`src/inc/tfc_pkg.sv`:
```
// package: register map, reset values and carrier types of the trace capture block
package tfc_pkg;
    // ----------------------------------------------------------------
    // register byte offsets
    // ----------------------------------------------------------------
    localparam logic [7:0] debug_control_off = 8'h00;
    localparam logic [7:0] trigger_select_off = 8'h04;
    localparam logic [7:0] debug_state_off = 8'h08;
    localparam logic [7:0] trace_count_off = 8'h0c;
    localparam logic [7:0] trace_high_off = 8'h10;
    localparam logic [7:0] trace_low_off = 8'h14;
    localparam logic [7:0] comp_a_ext_off = 8'h18;
    localparam logic [7:0] comp_a_high_off = 8'h1c;
    localparam logic [7:0] comp_a_low_off = 8'h20;

    // ----------------------------------------------------------------
    // field positions
    // ----------------------------------------------------------------
    localparam int module_enable_bit = 7;
    localparam int arm_bit = 6;
    localparam int break_enable_bit = 5;
    localparam int tag_bit = 4;
    localparam int opcode_qualify_bit = 7;
    localparam int begin_bit = 6;
    localparam int armed_flag_bit = 7;
    localparam int trig_seen_bit = 6;

    // ----------------------------------------------------------------
    // reset values and sizes
    // ----------------------------------------------------------------
    localparam logic [7:0] control_reset = 8'hc0;
    localparam logic [7:0] trigger_reset = 8'h40;
    localparam logic [7:0] comp_a_ext_reset = 8'h00;
    localparam logic [7:0] comp_a_high_reset = 8'hff;
    localparam logic [7:0] comp_a_low_reset = 8'hfe;
    localparam int fifo_depth = 8;
    localparam logic [3:0] fifo_full_count = 4'h8;
    localparam logic [15:0] branch_back = 16'h0002;

    typedef enum logic [3:0] {
        mode_a_only,
        mode_a_or_b,
        mode_a_then_b,
        mode_event_b,
        mode_a_then_event_b,
        mode_a_and_b,
        mode_a_not_b,
        mode_inside,
        mode_outside
    } tfc_mode_type;

    // core-side signals sampled each bus clock
    typedef struct packed {
        logic [1:0] cof;
        logic [15:0] addr;
        logic [15:0] opcode_addr;
        logic [7:0] data;
        logic trig_event;
        logic irq_pending;
    } tfc_core_type;
endpackage

```
`src/core/tfc_capture.sv`:
```
// trace capture buffer with AHB-Lite register access
//
// Operation
// eight entries, change-of-flow addresses normally
// event-only stores data value, high byte zero
// destination indicator stores current core address
// branch indicator stores previous address minus two
// begin trigger stores after trigger until eight
// end trigger stores until trigger then disarms
// end trigger stores trigger change of flow
// readout only enabled and disarmed, oldest first
// count shows valid entries, no decrement
// low byte read shifts to next entry
// event-only host reads low byte only
// armed read returns oldest, no shift
// disarmed low read captures opcode address
// opcode qualify plus pending interrupt blocks trigger
// fetch trigger, end mode, still disarms
// fetch trigger, begin mode, captures, stays armed
// never requests a microcontroller reset
// end trace reset clears arm and break
// other resets load comparator a vector
// default reset enables, arms, begin a-only
// end trigger keeps most recent eight
// count increments and saturates at eight
//
// The AHB-Lite register port and the register addresses are this design's own decisions.
`timescale 1ns/1ns
`default_nettype none
module tfc_capture (
    input wire logic hclk,
    input wire logic hresetn,
    input wire logic hsel,
    input wire logic [31:0] haddr,
    input wire logic [1:0] htrans,
    input wire logic hwrite,
    input wire logic [2:0] hsize,
    input wire logic [31:0] hwdata,
    input wire logic hready,
    output logic hreadyout,
    output logic hresp,
    output logic [31:0] hrdata,
    input wire tfc_pkg::tfc_core_type core_in,
    input wire logic sys_reset,
    output logic cpu_break,
    output logic reset_request
);
    // ----------------------------------------------------------------
    // state
    // ----------------------------------------------------------------
    logic [7:0] debug_control_reg;
    logic [7:0] trigger_select_reg;
    logic [7:0] comp_a_extension;
    logic [7:0] comp_a_high;
    logic [7:0] comp_a_low;
    logic armed_flag;
    logic trig_seen;
    logic [3:0] valid_entry_count;
    logic [15:0] fifo_mem [tfc_pkg::fifo_depth];
    logic [2:0] wr_ptr;
    logic [2:0] rd_ptr;
    logic [15:0] prev_addr;
    logic wr_pend;
    logic [7:0] wr_addr;

    function automatic logic hit(input logic [31:0] a, input logic [7:0] off);
        hit = (a[31:8] == 24'h000000) && (a[7:0] == off);
    endfunction

    // ----------------------------------------------------------------
    // decode of the current mode
    // ----------------------------------------------------------------
    logic module_enable;
    logic arm_ctrl;
    logic break_enable;
    logic opcode_qualify_select;
    logic event_only;
    logic begin_mode;
    logic trig_ok;
    logic addr_phase;
    logic low_read;
    logic push;
    logic [15:0] push_data;
    logic fifo_filled;
    logic end_keep;
    logic arm_go;

    assign module_enable = debug_control_reg[tfc_pkg::module_enable_bit];
    assign arm_ctrl = debug_control_reg[tfc_pkg::arm_bit];
    assign break_enable = debug_control_reg[tfc_pkg::break_enable_bit];
    assign opcode_qualify_select = trigger_select_reg[tfc_pkg::opcode_qualify_bit];
    assign event_only = (trigger_select_reg[3:0] == tfc_pkg::mode_event_b)
        || (trigger_select_reg[3:0] == tfc_pkg::mode_a_then_event_b);
    // event-only modes count as begin type whatever the begin bit says
    assign begin_mode = trigger_select_reg[tfc_pkg::begin_bit] || event_only;
    // interrupt wins over a qualified opcode reaching the pipe top
    assign trig_ok = core_in.trig_event
        && !(opcode_qualify_select && core_in.irq_pending);
    assign end_keep = module_enable && !begin_mode;

    assign addr_phase = hsel && htrans[1] && hready;
    assign low_read = addr_phase && !hwrite && hit(haddr, tfc_pkg::trace_low_off);
    assign arm_go = wr_pend && (wr_addr == tfc_pkg::debug_control_off)
        && hwdata[tfc_pkg::module_enable_bit] && hwdata[tfc_pkg::arm_bit] && !armed_flag;

    // ----------------------------------------------------------------
    // store decision
    // ----------------------------------------------------------------
    always_comb begin
        push = 1'b0;
        push_data = 16'h0000;
        if (armed_flag) begin
            if (event_only) begin
                push = trig_ok;
                push_data = {8'h00, core_in.data};
            end else if (begin_mode) begin
                push = (trig_seen || trig_ok) && (core_in.cof != 2'b00);
            end else begin
                // trigger cycle change of flow is still kept
                push = core_in.cof != 2'b00;
            end
            if (!event_only) begin
                if (core_in.cof[1]) begin
                    push_data = core_in.addr;
                end else begin
                    push_data = prev_addr - tfc_pkg::branch_back;
                end
            end
        end else if (module_enable && low_read) begin
            push = 1'b1;
            push_data = core_in.opcode_addr;
        end
    end

    assign fifo_filled = push && begin_mode && armed_flag
        && (valid_entry_count == tfc_pkg::fifo_full_count - 4'h1);

    // ----------------------------------------------------------------
    // control, arming and the two reset flavours
    // ----------------------------------------------------------------
    always_ff @(posedge hclk or negedge hresetn) begin
        if (!hresetn) begin
            debug_control_reg <= tfc_pkg::control_reset;
            trigger_select_reg <= tfc_pkg::trigger_reset;
            comp_a_extension <= tfc_pkg::comp_a_ext_reset;
            comp_a_high <= tfc_pkg::comp_a_high_reset;
            comp_a_low <= tfc_pkg::comp_a_low_reset;
            armed_flag <= 1'b1;
            trig_seen <= 1'b0;
        end else if (sys_reset) begin
            if (end_keep) begin
                // trace results stay readable across the reset
                debug_control_reg[tfc_pkg::arm_bit] <= 1'b0;
                debug_control_reg[tfc_pkg::break_enable_bit] <= 1'b0;
                armed_flag <= 1'b0;
            end else begin
                debug_control_reg <= tfc_pkg::control_reset;
                trigger_select_reg <= tfc_pkg::trigger_reset;
                comp_a_extension <= tfc_pkg::comp_a_ext_reset;
                comp_a_high <= tfc_pkg::comp_a_high_reset;
                comp_a_low <= tfc_pkg::comp_a_low_reset;
                armed_flag <= 1'b1;
                trig_seen <= 1'b0;
            end
        end else if (wr_pend) begin
            case (wr_addr)
                tfc_pkg::debug_control_off: begin
                    debug_control_reg <= hwdata[7:0];
                    armed_flag <= hwdata[tfc_pkg::module_enable_bit]
                        && hwdata[tfc_pkg::arm_bit];
                    if (arm_go) begin
                        trig_seen <= 1'b0;
                    end
                end
                tfc_pkg::trigger_select_off: trigger_select_reg <= hwdata[7:0];
                tfc_pkg::comp_a_ext_off: comp_a_extension <= hwdata[7:0];
                tfc_pkg::comp_a_high_off: comp_a_high <= hwdata[7:0];
                tfc_pkg::comp_a_low_off: comp_a_low <= hwdata[7:0];
                default: begin
                end
            endcase
        end else if (armed_flag) begin
            if (!module_enable || !arm_ctrl) begin
                armed_flag <= 1'b0;
            end else if (!begin_mode && trig_ok) begin
                debug_control_reg[tfc_pkg::arm_bit] <= 1'b0;
                armed_flag <= 1'b0;
            end else if (fifo_filled) begin
                debug_control_reg[tfc_pkg::arm_bit] <= 1'b0;
                armed_flag <= 1'b0;
            end
            if (begin_mode && trig_ok) begin
                trig_seen <= 1'b1;
            end
        end
    end

    // ----------------------------------------------------------------
    // eight entry ring
    // ----------------------------------------------------------------
    always_ff @(posedge hclk or negedge hresetn) begin
        if (!hresetn) begin
            wr_ptr <= 3'h0;
            rd_ptr <= 3'h0;
            valid_entry_count <= 4'h0;
        end else if (arm_go) begin
            wr_ptr <= 3'h0;
            rd_ptr <= 3'h0;
            valid_entry_count <= 4'h0;
        end else begin
            if (push) begin
                wr_ptr <= wr_ptr + 3'h1;
                if (valid_entry_count != tfc_pkg::fifo_full_count) begin
                    valid_entry_count <= valid_entry_count + 4'h1;
                end
            end
            // a full ring drops its oldest entry to make room
            if (push && valid_entry_count == tfc_pkg::fifo_full_count
                    && wr_ptr == rd_ptr) begin
                rd_ptr <= rd_ptr + 3'h1;
            end else if (low_read && module_enable && !armed_flag && !arm_ctrl) begin
                rd_ptr <= rd_ptr + 3'h1;
            end
        end
    end

    always_ff @(posedge hclk) begin
        if (push) begin
            fifo_mem[wr_ptr] <= push_data;
        end
    end

    always_ff @(posedge hclk or negedge hresetn) begin
        if (!hresetn) begin
            prev_addr <= 16'h0000;
        end else begin
            prev_addr <= core_in.addr;
        end
    end

    // ----------------------------------------------------------------
    // break and reset outputs
    // ----------------------------------------------------------------
    always_ff @(posedge hclk or negedge hresetn) begin
        if (!hresetn) begin
            cpu_break <= 1'b0;
        end else begin
            cpu_break <= armed_flag && break_enable && !sys_reset && !wr_pend
                && (fifo_filled || (!begin_mode && trig_ok));
        end
    end

    assign reset_request = 1'b0;

    // ----------------------------------------------------------------
    // AHB-Lite slave, zero wait, read data registered in address phase
    // ----------------------------------------------------------------
    assign hreadyout = 1'b1;
    assign hresp = 1'b0;

    always_ff @(posedge hclk or negedge hresetn) begin
        if (!hresetn) begin
            wr_pend <= 1'b0;
            wr_addr <= 8'h00;
            hrdata <= 32'h00000000;
        end else begin
            wr_pend <= addr_phase && hwrite && (haddr[31:8] == 24'h000000);
            wr_addr <= haddr[7:0];
            if (addr_phase && !hwrite) begin
                // high byte never shifts so it may be read first
                if (hit(haddr, tfc_pkg::debug_control_off)) begin
                    hrdata <= {24'h000000, debug_control_reg};
                end else if (hit(haddr, tfc_pkg::trigger_select_off)) begin
                    hrdata <= {24'h000000, trigger_select_reg};
                end else if (hit(haddr, tfc_pkg::debug_state_off)) begin
                    hrdata <= {24'h000000, armed_flag, trig_seen, 6'h00};
                end else if (hit(haddr, tfc_pkg::trace_count_off)) begin
                    hrdata <= {28'h0000000, valid_entry_count};
                end else if (hit(haddr, tfc_pkg::trace_high_off)) begin
                    hrdata <= {24'h000000, fifo_mem[rd_ptr][15:8]};
                end else if (hit(haddr, tfc_pkg::trace_low_off)) begin
                    hrdata <= {24'h000000, fifo_mem[rd_ptr][7:0]};
                end else if (hit(haddr, tfc_pkg::comp_a_ext_off)) begin
                    hrdata <= {24'h000000, comp_a_extension};
                end else if (hit(haddr, tfc_pkg::comp_a_high_off)) begin
                    hrdata <= {24'h000000, comp_a_high};
                end else if (hit(haddr, tfc_pkg::comp_a_low_off)) begin
                    hrdata <= {24'h000000, comp_a_low};
                end else begin
                    hrdata <= 32'h00000000;
                end
            end
        end
    end
endmodule
`default_nettype wire

```
`config.mk`:
```
export PLATFORM = sky130hd
export DESIGN_NAME = tfc_capture
export DESIGN_NICKNAME = d
export VERILOG_FILES = /design/src/inc/tfc_pkg.sv /design/src/core/tfc_capture.sv
export SDC_FILE = /design/constraint.sdc
export NUM_CORES = 1
export LEC_CHECK = 0
export BUFFER_PORTS_ARGS = -buffer_cell sky130_fd_sc_hd__buf_2
export CORE_MARGIN = 2
export CORE_UTILIZATION = 50
export CTS_CLUSTER_DIAMETER = 50
export DETAILED_ROUTE_END_ITERATION = 6
export HOLD_SLACK_MARGIN = 0.06
export PLACE_DENSITY = 0.81
export SETUP_SLACK_MARGIN = 0.3
export SLEW_MARGIN = 20
export SYNTH_ARGS = -nofsm -noshare
export SYNTH_HDL_FRONTEND = slang
export SYNTH_SLANG_ARGS = --single-unit
```
`constraint.sdc`:
```
create_clock -name hclk -period 8 [get_ports hclk]
set_input_delay 1.6 -clock hclk [delete_from_list [all_inputs] [get_ports hclk]]
set_output_delay 1.6 -clock hclk [all_outputs]
set_load 0.05 [all_outputs]
```
==> run metrics, run 1 <==
dpl hpwl=15670 µm; CTS tree=yes; Filler Cell Count=1541; CP endpoint kind=flop; Max Clock Skew=0.01214 ns; EDFF count, synth=128; Net Switching=737.4 µW; CTS Buf Count=22; Final Hold Viols=0; Req. time, crit path=8.21 ns; PostCTS Resize Cnt=0; # port buffers=99; max FFs per register=128; initial drt markers=694; nets@finish=1019; initial antenna violation count=1; Die Wd=145.9 µm; DR vias=6953; CTS Buffer Depth=3; number of global-route vias before repair=6707; Initial DRT Pass Iterations=5; status=finished clean; CTS H-tree lvls=1; Data arrival, critical path=5.00 ns; Cell variety after synth=73; pwr/cell area=239.9 nW/µm²; Synth warnings=0; clock group share of total power=0.359; Final Critical Period=4.787 ns; CP Launch Type=input port; CTS root buf=clkbuf_16; Syn Inst Count=804; Max-slew headroom=0.2685; worst-margin pin slew=1.089 ns; clk_lat worst skew=0.51 ns; sequential area share after synthesis=0.5982; Combinational Power Share=0.148; Synth area leaders=edfxtp_1 (38%), dfrtp_1 (17%), mux4_2 (7.2%), dfstp_2 (5.0%), nand2_1 (3.8%); Post-CTS Hold Fix Bufs=0; final core utilization=0.5820; peak fanout along the critical path=18; leak pwr=4.347 nW; Std-Cell Rows=51; postcts setup bufs=0; share of post-route cells with drive strength above 1=0.2492; Sw Share=0.2696; clk slew on worst S/H paths=0.06 ns; area added between synthesis and finish=13.29%; Routed Antenna Nets=0; largest net degree at the start of global routing=80; most frequent cells in the layout=edfxtp_1 (128), nand2_1 (102), buf_2 (98); global-route wire length before repair=37030 µm; core footprint=19590 µm²; WL per Instance=20.09 µm; Max-cap violations=0; GRT overflow=0; dominant cell type by area after synthesis=edfxtp_1; Sink Count=214; RSZ-0062 raised after global routing=no; Total GRT Usage=0.2207; period utilization=0.5983; # setup viols final=0; commonest non-fill, non-tap cell in the layout=edfxtp_1; Ports=155; sequential power share=0.493; die height=145.9 µm; Seq cells post-synth=214; Mapped Area=10060 µm²; Placer Congestion=0.8470; post-route setup TNS=0 ns; DRC violations left=0; Die ar.=21280 µm²; critical path class=in2reg; WL final=23630 µm; Starting Density=0.5137; FMAX=208.9 MHz; # diodes=0; Top Registers=fifo_mem x128, prev_addr x16; Hold Path Class=reg2reg; ys flop type=edfxtp_1; Most flops, register=fifo_mem; area fraction of the dominant cell type after synthesis=0.3819; vias per cell=5.912; post-synthesis async set-or-reset flop share=0.4019; mean post-synth cell area=12.52 µm²; Max Slew Vio Count=0; Max VDD drop=0.0001968 V; Cell Int Power=1.998 mW
-- cell usage after synthesis, types with 19 or more instances --
cell type  number
o21ai_0        60
a21oi_1        39
dfstp_2        19
nand3_1        22
nor2_1         43
mux4_2         32
buf_4          29
dfrtp_1        67
clkbuf_1       25
nand2_1       102
edfxtp_1      128
-- metal layers --
layer,GRT usage,share of wire
met1,0.3007,0.41
met2,0.3642,0.48
met3,0.03918,0.083
met4,0.06814,0.029
met5,0,0.00047
-- stage by stage --
step                setup slack, ns  instances  cell area (µm²)  hold slack [ns]  total power [mW]
floorplan                     3.374        829            10160           0.4502             1.639
global placement              2.803       1136            10710           0.4648             1.757
detailed placement            2.745       1136            10710           0.4771             1.772
CTS                           3.255       1176            11400           0.4904             2.748
global route                  3.075       1176            11400           0.5165             2.845
finish                        3.213       1176            11400           0.4906             2.735
-- critical path, stage by stage --
cell,delay (ns)
buf_2,0.09
nor4_1,0.43
and4_1,0.44
and4_1,0.80
a21o_1,0.23
nand2_1,0.17
nor3b_2,0.88
buf_4,0.34
-- path summary, 6_finish.rpt --
kind | startpoint | to | slack (ns) | depth (start not counted)
setup / recovery | haddr[9] | fifo_mem[5][7]$_DFFE_PP_ | 3.21 | 8
hold / removal | comp_a_extension[0]$_DFFE_PN0P_ | comp_a_extension[0]$_DFFE_PN0P_ | 0.49 | 2
setup reg to reg | debug_control_reg[7]$_DFFE_PN1P_ | fifo_mem[5][7]$_DFFE_PP_ | 4.34 | 7
hold reg to reg | comp_a_extension[0]$_DFFE_PN0P_ | comp_a_extension[0]$_DFFE_PN0P_ | 0.49 | 2
max in group asynchronous | hresetn | rd_ptr[0]$_DFFE_PN0P_ | 6.16 | 2
min in group asynchronous | hresetn | comp_a_extension[4]$_DFFE_PN0P_ | 0.89 | 1
-- logic make-up (layout without fill, tap and decap cells) --
kind of cell / count (synthesis) / in the layout / share of synthesized area
compound gates: 161 / 161 / 0.1027
xor+xnor: 15 / 15 / 0.01306
fa+ha+maj: 5 / 5 / 0.006217
buf+inv: 83 / 165 / 0.04588
flops: 214 / 214 / 0.5982
mux: 47 / 47 / 0.08666
other cells: 2 / 27 / 0.0007463
simple gates: 277 / 277 / 0.1466
-- layout make-up --
type                    count  area [µm²]  area share
clock buffers              31       604.3     0.05301
clock inverters             9       82.58    0.007243
inverters                  12       45.04    0.003951
multi-input cells         532        3710      0.3254
flip-flops and latches    214        6021      0.5281
well taps                 265       331.6     0.02908
repair buffers            113       606.8     0.05323
-- power groups by stage --
stage / Combinational [mW] / Sequential (mW) / Clock [mW]
3_5_place_dp: 0.405 / 1.37 / 0
3_3_place_gp: 0.396 / 1.36 / 0
4_1_cts: 0.408 / 1.35 / 0.992
5_1_grt: 0.443 / 1.36 / 1.04
2_1_floorplan: 0.283 / 1.36 / 0
6_report: 0.406 / 1.35 / 0.981
Note: power is estimated with default switching activity, not from simulation.
==> run 2: changes to the inputs <==
Clock period 8 ns to 4.5 ns, I/O delays scaled along.
==> run metrics, run 2 (synthesized netlist as in run 1, its figures left out) <==
status=finished clean; leak pwr=4.405 nW; Std-Cell Rows=51; GRT overflow=0; Net Switching=1.331 mW; Max VDD drop=0.0003378 V; initial drt markers=670; reg-to-reg setup timing slack=1.15 ns; Most flops, register=fifo_mem; crit path max-delay cell type=a21oi_2; PostCTS Resize Cnt=0; Data arrival, critical path=3.59 ns; Die Wd=145.9 µm; Routed Antenna Nets=0; clk slew on worst S/H paths=0.06 ns; largest net degree at the start of global routing=54; clk_lat worst skew=0.51 ns; Combinational Power Share=0.140; core footprint=19590 µm²; WL per Instance=20.30 µm; postcts setup bufs=0; nets@finish=1022; initial antenna violation count=0; Final Hold Viols=0; area added between synthesis and finish=14.27%; CP bufs+invs=1; Die ar.=21280 µm²; DR vias=7019; CTS H-tree lvls=1; Worst Setup SP=trigger_select_reg[1]$_DFFE_PN0P_; number of global-route vias before repair=6706; WL final=23940 µm; CP endpoint kind=flop; most frequent cells in the layout=edfxtp_1 (128), nand2_1 (102), buf_2 (98); Max-cap violations=0; period utilization=0.7455; worst-margin pin slew=1.077 ns; clock group share of total power=0.379; FMAX=298.1 MHz; Starting Density=0.5137; global-route wire length before repair=36960 µm; Worst path top cell family by delay=compound AO/OA/AOI/OAI gates; post-route setup TNS=0 ns; # setup viols final=0; smallest hold slack=0.4256 ns; die height=145.9 µm; largest stage delay on the critical path=0.81 ns; Hold Path Class=in2async; critical path class=reg2reg; DRC violations left=0; Initial DRT Pass Iterations=5; Req. time, crit path=4.74 ns; Ports=155; Sink Count=214; CTS Buf Count=22; Sw Share=0.2638; Placer Congestion=0.8656; max FFs per register=128; r2r worst-path depth=7; # port buffers=99; vias per cell=5.953; Top Registers=fifo_mem x128, prev_addr x16; critical-path cell list=or3b_2, a21oi_2, o21ai_0, a21o_1, nand2b_1, nor3b_2, buf_4; Cell Int Power=3.714 mW; CTS tree=yes; CTS root buf=clkbuf_16; Max Slew Vio Count=0; Total GRT Usage=0.2224; Post-CTS Hold Fix Bufs=0; RSZ-0062 raised after global routing=no; dpl hpwl=16150 µm; # diodes=0; peak fanout along the critical path=23; CP Launch Type=flop; Final Critical Period=3.355 ns; Max Clock Skew=0.006239 ns; CTS Buffer Depth=3; Power, Total=5.045 mW; pwr/cell area=438.7 nW/µm²; Max-slew headroom=0.2768; reg2reg start=trigger_select_reg[1]$_DFFE_PN0P_; commonest non-fill, non-tap cell in the layout=edfxtp_1; RR Endpoint=fifo_mem[2][1]$_DFFE_PP_; sequential power share=0.481; share of post-route cells with drive strength above 1=0.2560
-- run 2: worst reg2reg max path, stage by stage (launching register included) --
cell,delay (ns)
dfrtp_1,0.41
or3b_2,0.49
a21oi_2,0.81
o21ai_0,0.43
a21o_1,0.33
nand2b_1,0.27
nor3b_2,0.09
buf_4,0.24
-- run 2: power by group through the flow --
stage / combinational (mW) / clock [mW] / sequential [mW]
after floorplan: 0.503 / 0 / 2.41
after global placement: 0.677 / 0 / 2.45
after detailed placement: 0.700 / 0 / 2.46
after CTS: 0.706 / 1.93 / 2.43
after global routing: 0.762 / 2.01 / 2.44
final: 0.705 / 1.91 / 2.43
-- run 2: through the flow --
stage | area [µm²] | setup slack, ns | util | instances
after floorplan | 10160 | 0.5737 | - | 829
final | 11500 | 1.145 | 0.5870 | 1179
after detailed placement | 10730 | 0.9406 | 0.5479 | 1139
after global routing | 11500 | 0.9365 | 0.5870 | 1179
after global placement | 10730 | 0.9745 | 0.5479 | 1139
after CTS | 11500 | 1.112 | 0.5870 | 1179
-- run 2: final cells by class --
cell class | count | area (µm²)
well taps | 265 | 331.6
flip-flops and latches | 214 | 6021
repair buffers | 116 | 625.6
multi-input cells | 532 | 3710
inverters | 12 | 45.04
clock buffers | 29 | 628.1
clock inverters | 11 | 138.9
fillers | 1565 | 8090
-- run 2: worst max-delay path by stage --
stage | cells after the start | endpoint
after floorplan | 8 | fifo_mem[4][0]$_DFFE_PP_
after global placement | 9 | fifo_mem[2][10]$_DFFE_PP_
after detailed placement | 9 | fifo_mem[2][1]$_DFFE_PP_
after CTS | 7 | fifo_mem[2][0]$_DFFE_PP_
after global routing | 7 | fifo_mem[2][0]$_DFFE_PP_
final | 7 | fifo_mem[2][1]$_DFFE_PP_
-- run 2: per-layer routing --
layer	vias up	GRT usage	routed length (µm)
li1	3158	-	-
met1	3430	0.2932	9419
met2	380	0.3741	11700
met3	51	0.04107	2130
met4	0	0.07451	688
met5	-	0	0
==> run 3: changes to the inputs <==
Clock period 4.5 ns to 3.2 ns, I/O delays scaled along.
==> run metrics, run 3 (synthesized netlist as in run 1, its figures left out) <==
reg2reg start=trigger_select_reg[1]$_DFFE_PN0P_; RR Endpoint=fifo_mem[3][2]$_DFFE_PP_; Starting Density=0.5137; Final WS setup=0.4829 ns; max FFs per register=128; final instance area=11800 µm²; Sequential cell area=6021 µm²; CTS Buf Count=23; Max Slew Vio Count=0; smallest hold slack=0.1438 ns; clk_lat worst skew=0.53 ns; GRT overflow=0; Power, Total=7.218 mW; most frequent cells in the layout=edfxtp_1 (128), nand2_1 (102), buf_2 (98); RSZ-0062 raised after global routing=no; largest net degree at the start of global routing=48; Routed Antenna Nets=0; worst-margin pin slew=1.007 ns; Sink Count=214; # port buffers=99; multi-input combinational cell area=3719 µm²; initial antenna violation count=0; share of post-route cells with drive strength above 1=0.2774; CTS H-tree lvls=1; nets@finish=1048; reg-to-reg setup timing slack=0.48 ns; Hold Path Class=in2async; DRC violations left=0; Req. time, crit path=3.43 ns; Post-Place Cells=1164; CTS tree=yes; CP endpoint kind=flop; initial drt markers=705; Die Wd=145.9 µm; commonest non-fill, non-tap cell in the layout=edfxtp_1; final core utilization=0.6023; status=finished clean; dpl hpwl=16820 µm; CTS Buffer Depth=3; vias per cell=5.946; Initial DRT Pass Iterations=5; clk slew on worst S/H paths=0.06 ns; area added between synthesis and finish=17.24%; Ports=155; pre-CTS setup slack=0.2175 ns; die height=145.9 µm; # diodes=0; critical path class=reg2reg; number of global-route vias before repair=7139; Std-Cell Rows=51; PostCTS Resize Cnt=0; Filler Cell Count=1506; WL per Instance=20.84 µm; Max-slew headroom=0.3286; FMAX=368.0 MHz; postcts setup bufs=0; peak fanout along the critical path=16; period utilization=0.8491; WL final=25130 µm; Final Hold Viols=0; # setup viols final=0; Worst Setup SP=trigger_select_reg[1]$_DFFE_PN0P_; Max Clock Skew=0.01630 ns; Placer Congestion=0.9134; Post-CTS Hold Fix Bufs=0; Top Registers=fifo_mem x128, prev_addr x16; Layout Cells excl Fill=1206; Most flops, register=fifo_mem; leak pwr=4.565 nW; Total GRT Usage=0.2358; Die ar.=21280 µm²; Max-cap violations=0; core footprint=19590 µm²; Data arrival, critical path=2.95 ns; Worst Setup EP=fifo_mem[3][2]$_DFFE_PP_; CTS root buf=clkbuf_16; pwr/cell area=611.8 nW/µm²; Max VDD drop=0.0005658 V; CP Launch Type=flop; instance area at placement=11020 µm²; post-route setup TNS=0 ns; Final Critical Period=2.717 ns; r2r worst-path depth=7; DR vias=7171; global-route wire length before repair=39210 µm
## run 3: cell types whose count changed in the layout (fill, tap and decap cells not counted), sizes merged
cell / before / now
inv: 12 / 13
buf: 116 / 141
clkinv: 8 / 10
bufinv: 3 / 4
clkbuf: 29 / 27
## run 3: layout make-up
type                    count  area share
inverters                  12    0.003818
clock buffers              27     0.05005
clock inverters            15     0.01622
well taps                 265     0.02810
flip-flops and latches    214      0.5103
repair buffers            141     0.07635
multi-input cells         532      0.3152
## run 3: layer usage
metal  vias up  wire, µm  track usage
li1       3209         -            -
met1      3522      9740       0.3050
met2       378     12620       0.4087
met3        62      2019      0.03668
met4         0       753      0.07843
met5         -         0            0
## run 3: how the worst min path moves through the flow
stage | startpoint | endpoint | slack (ns)
final | hresetn | wr_ptr[0]$_DFFE_PN0P_ | 0.14
after CTS | hresetn | wr_ptr[0]$_DFFE_PN0P_ | 0.14
after floorplan | hresetn | comp_a_extension[0]$_DFFE_PN0P_ | 0.34
after detailed placement | comp_a_extension[0]$_DFFE_PN0P_ | comp_a_extension[0]$_DFFE_PN0P_ | 0.47
after global routing | hresetn | wr_ptr[0]$_DFFE_PN0P_ | 0.18
after global placement | comp_a_extension[0]$_DFFE_PN0P_ | comp_a_extension[0]$_DFFE_PN0P_ | 0.47
## run 3: report_power, final
group / switching [mW] / total [mW] / internal (mW) / leakage, nW
Combinational: 0.634 / 1.07 / 0.434 / 1.95
Clock: 1.09 / 2.74 / 1.66 / 0.389
Sequential: 0.201 / 3.41 / 3.21 / 2.22
Total: 1.92 / 7.22 / 5.30 / 4.56
## run 3: worst max-delay path, cell delays in order (launching register included)
cell and delay (ns):
dfrtp_1 0.41, or3b_2 0.49, a21oi_2 0.30, o31a_1 0.26, a21o_1 0.22, nand2_1 0.20, nor3b_2 0.32, buf_12 0.21
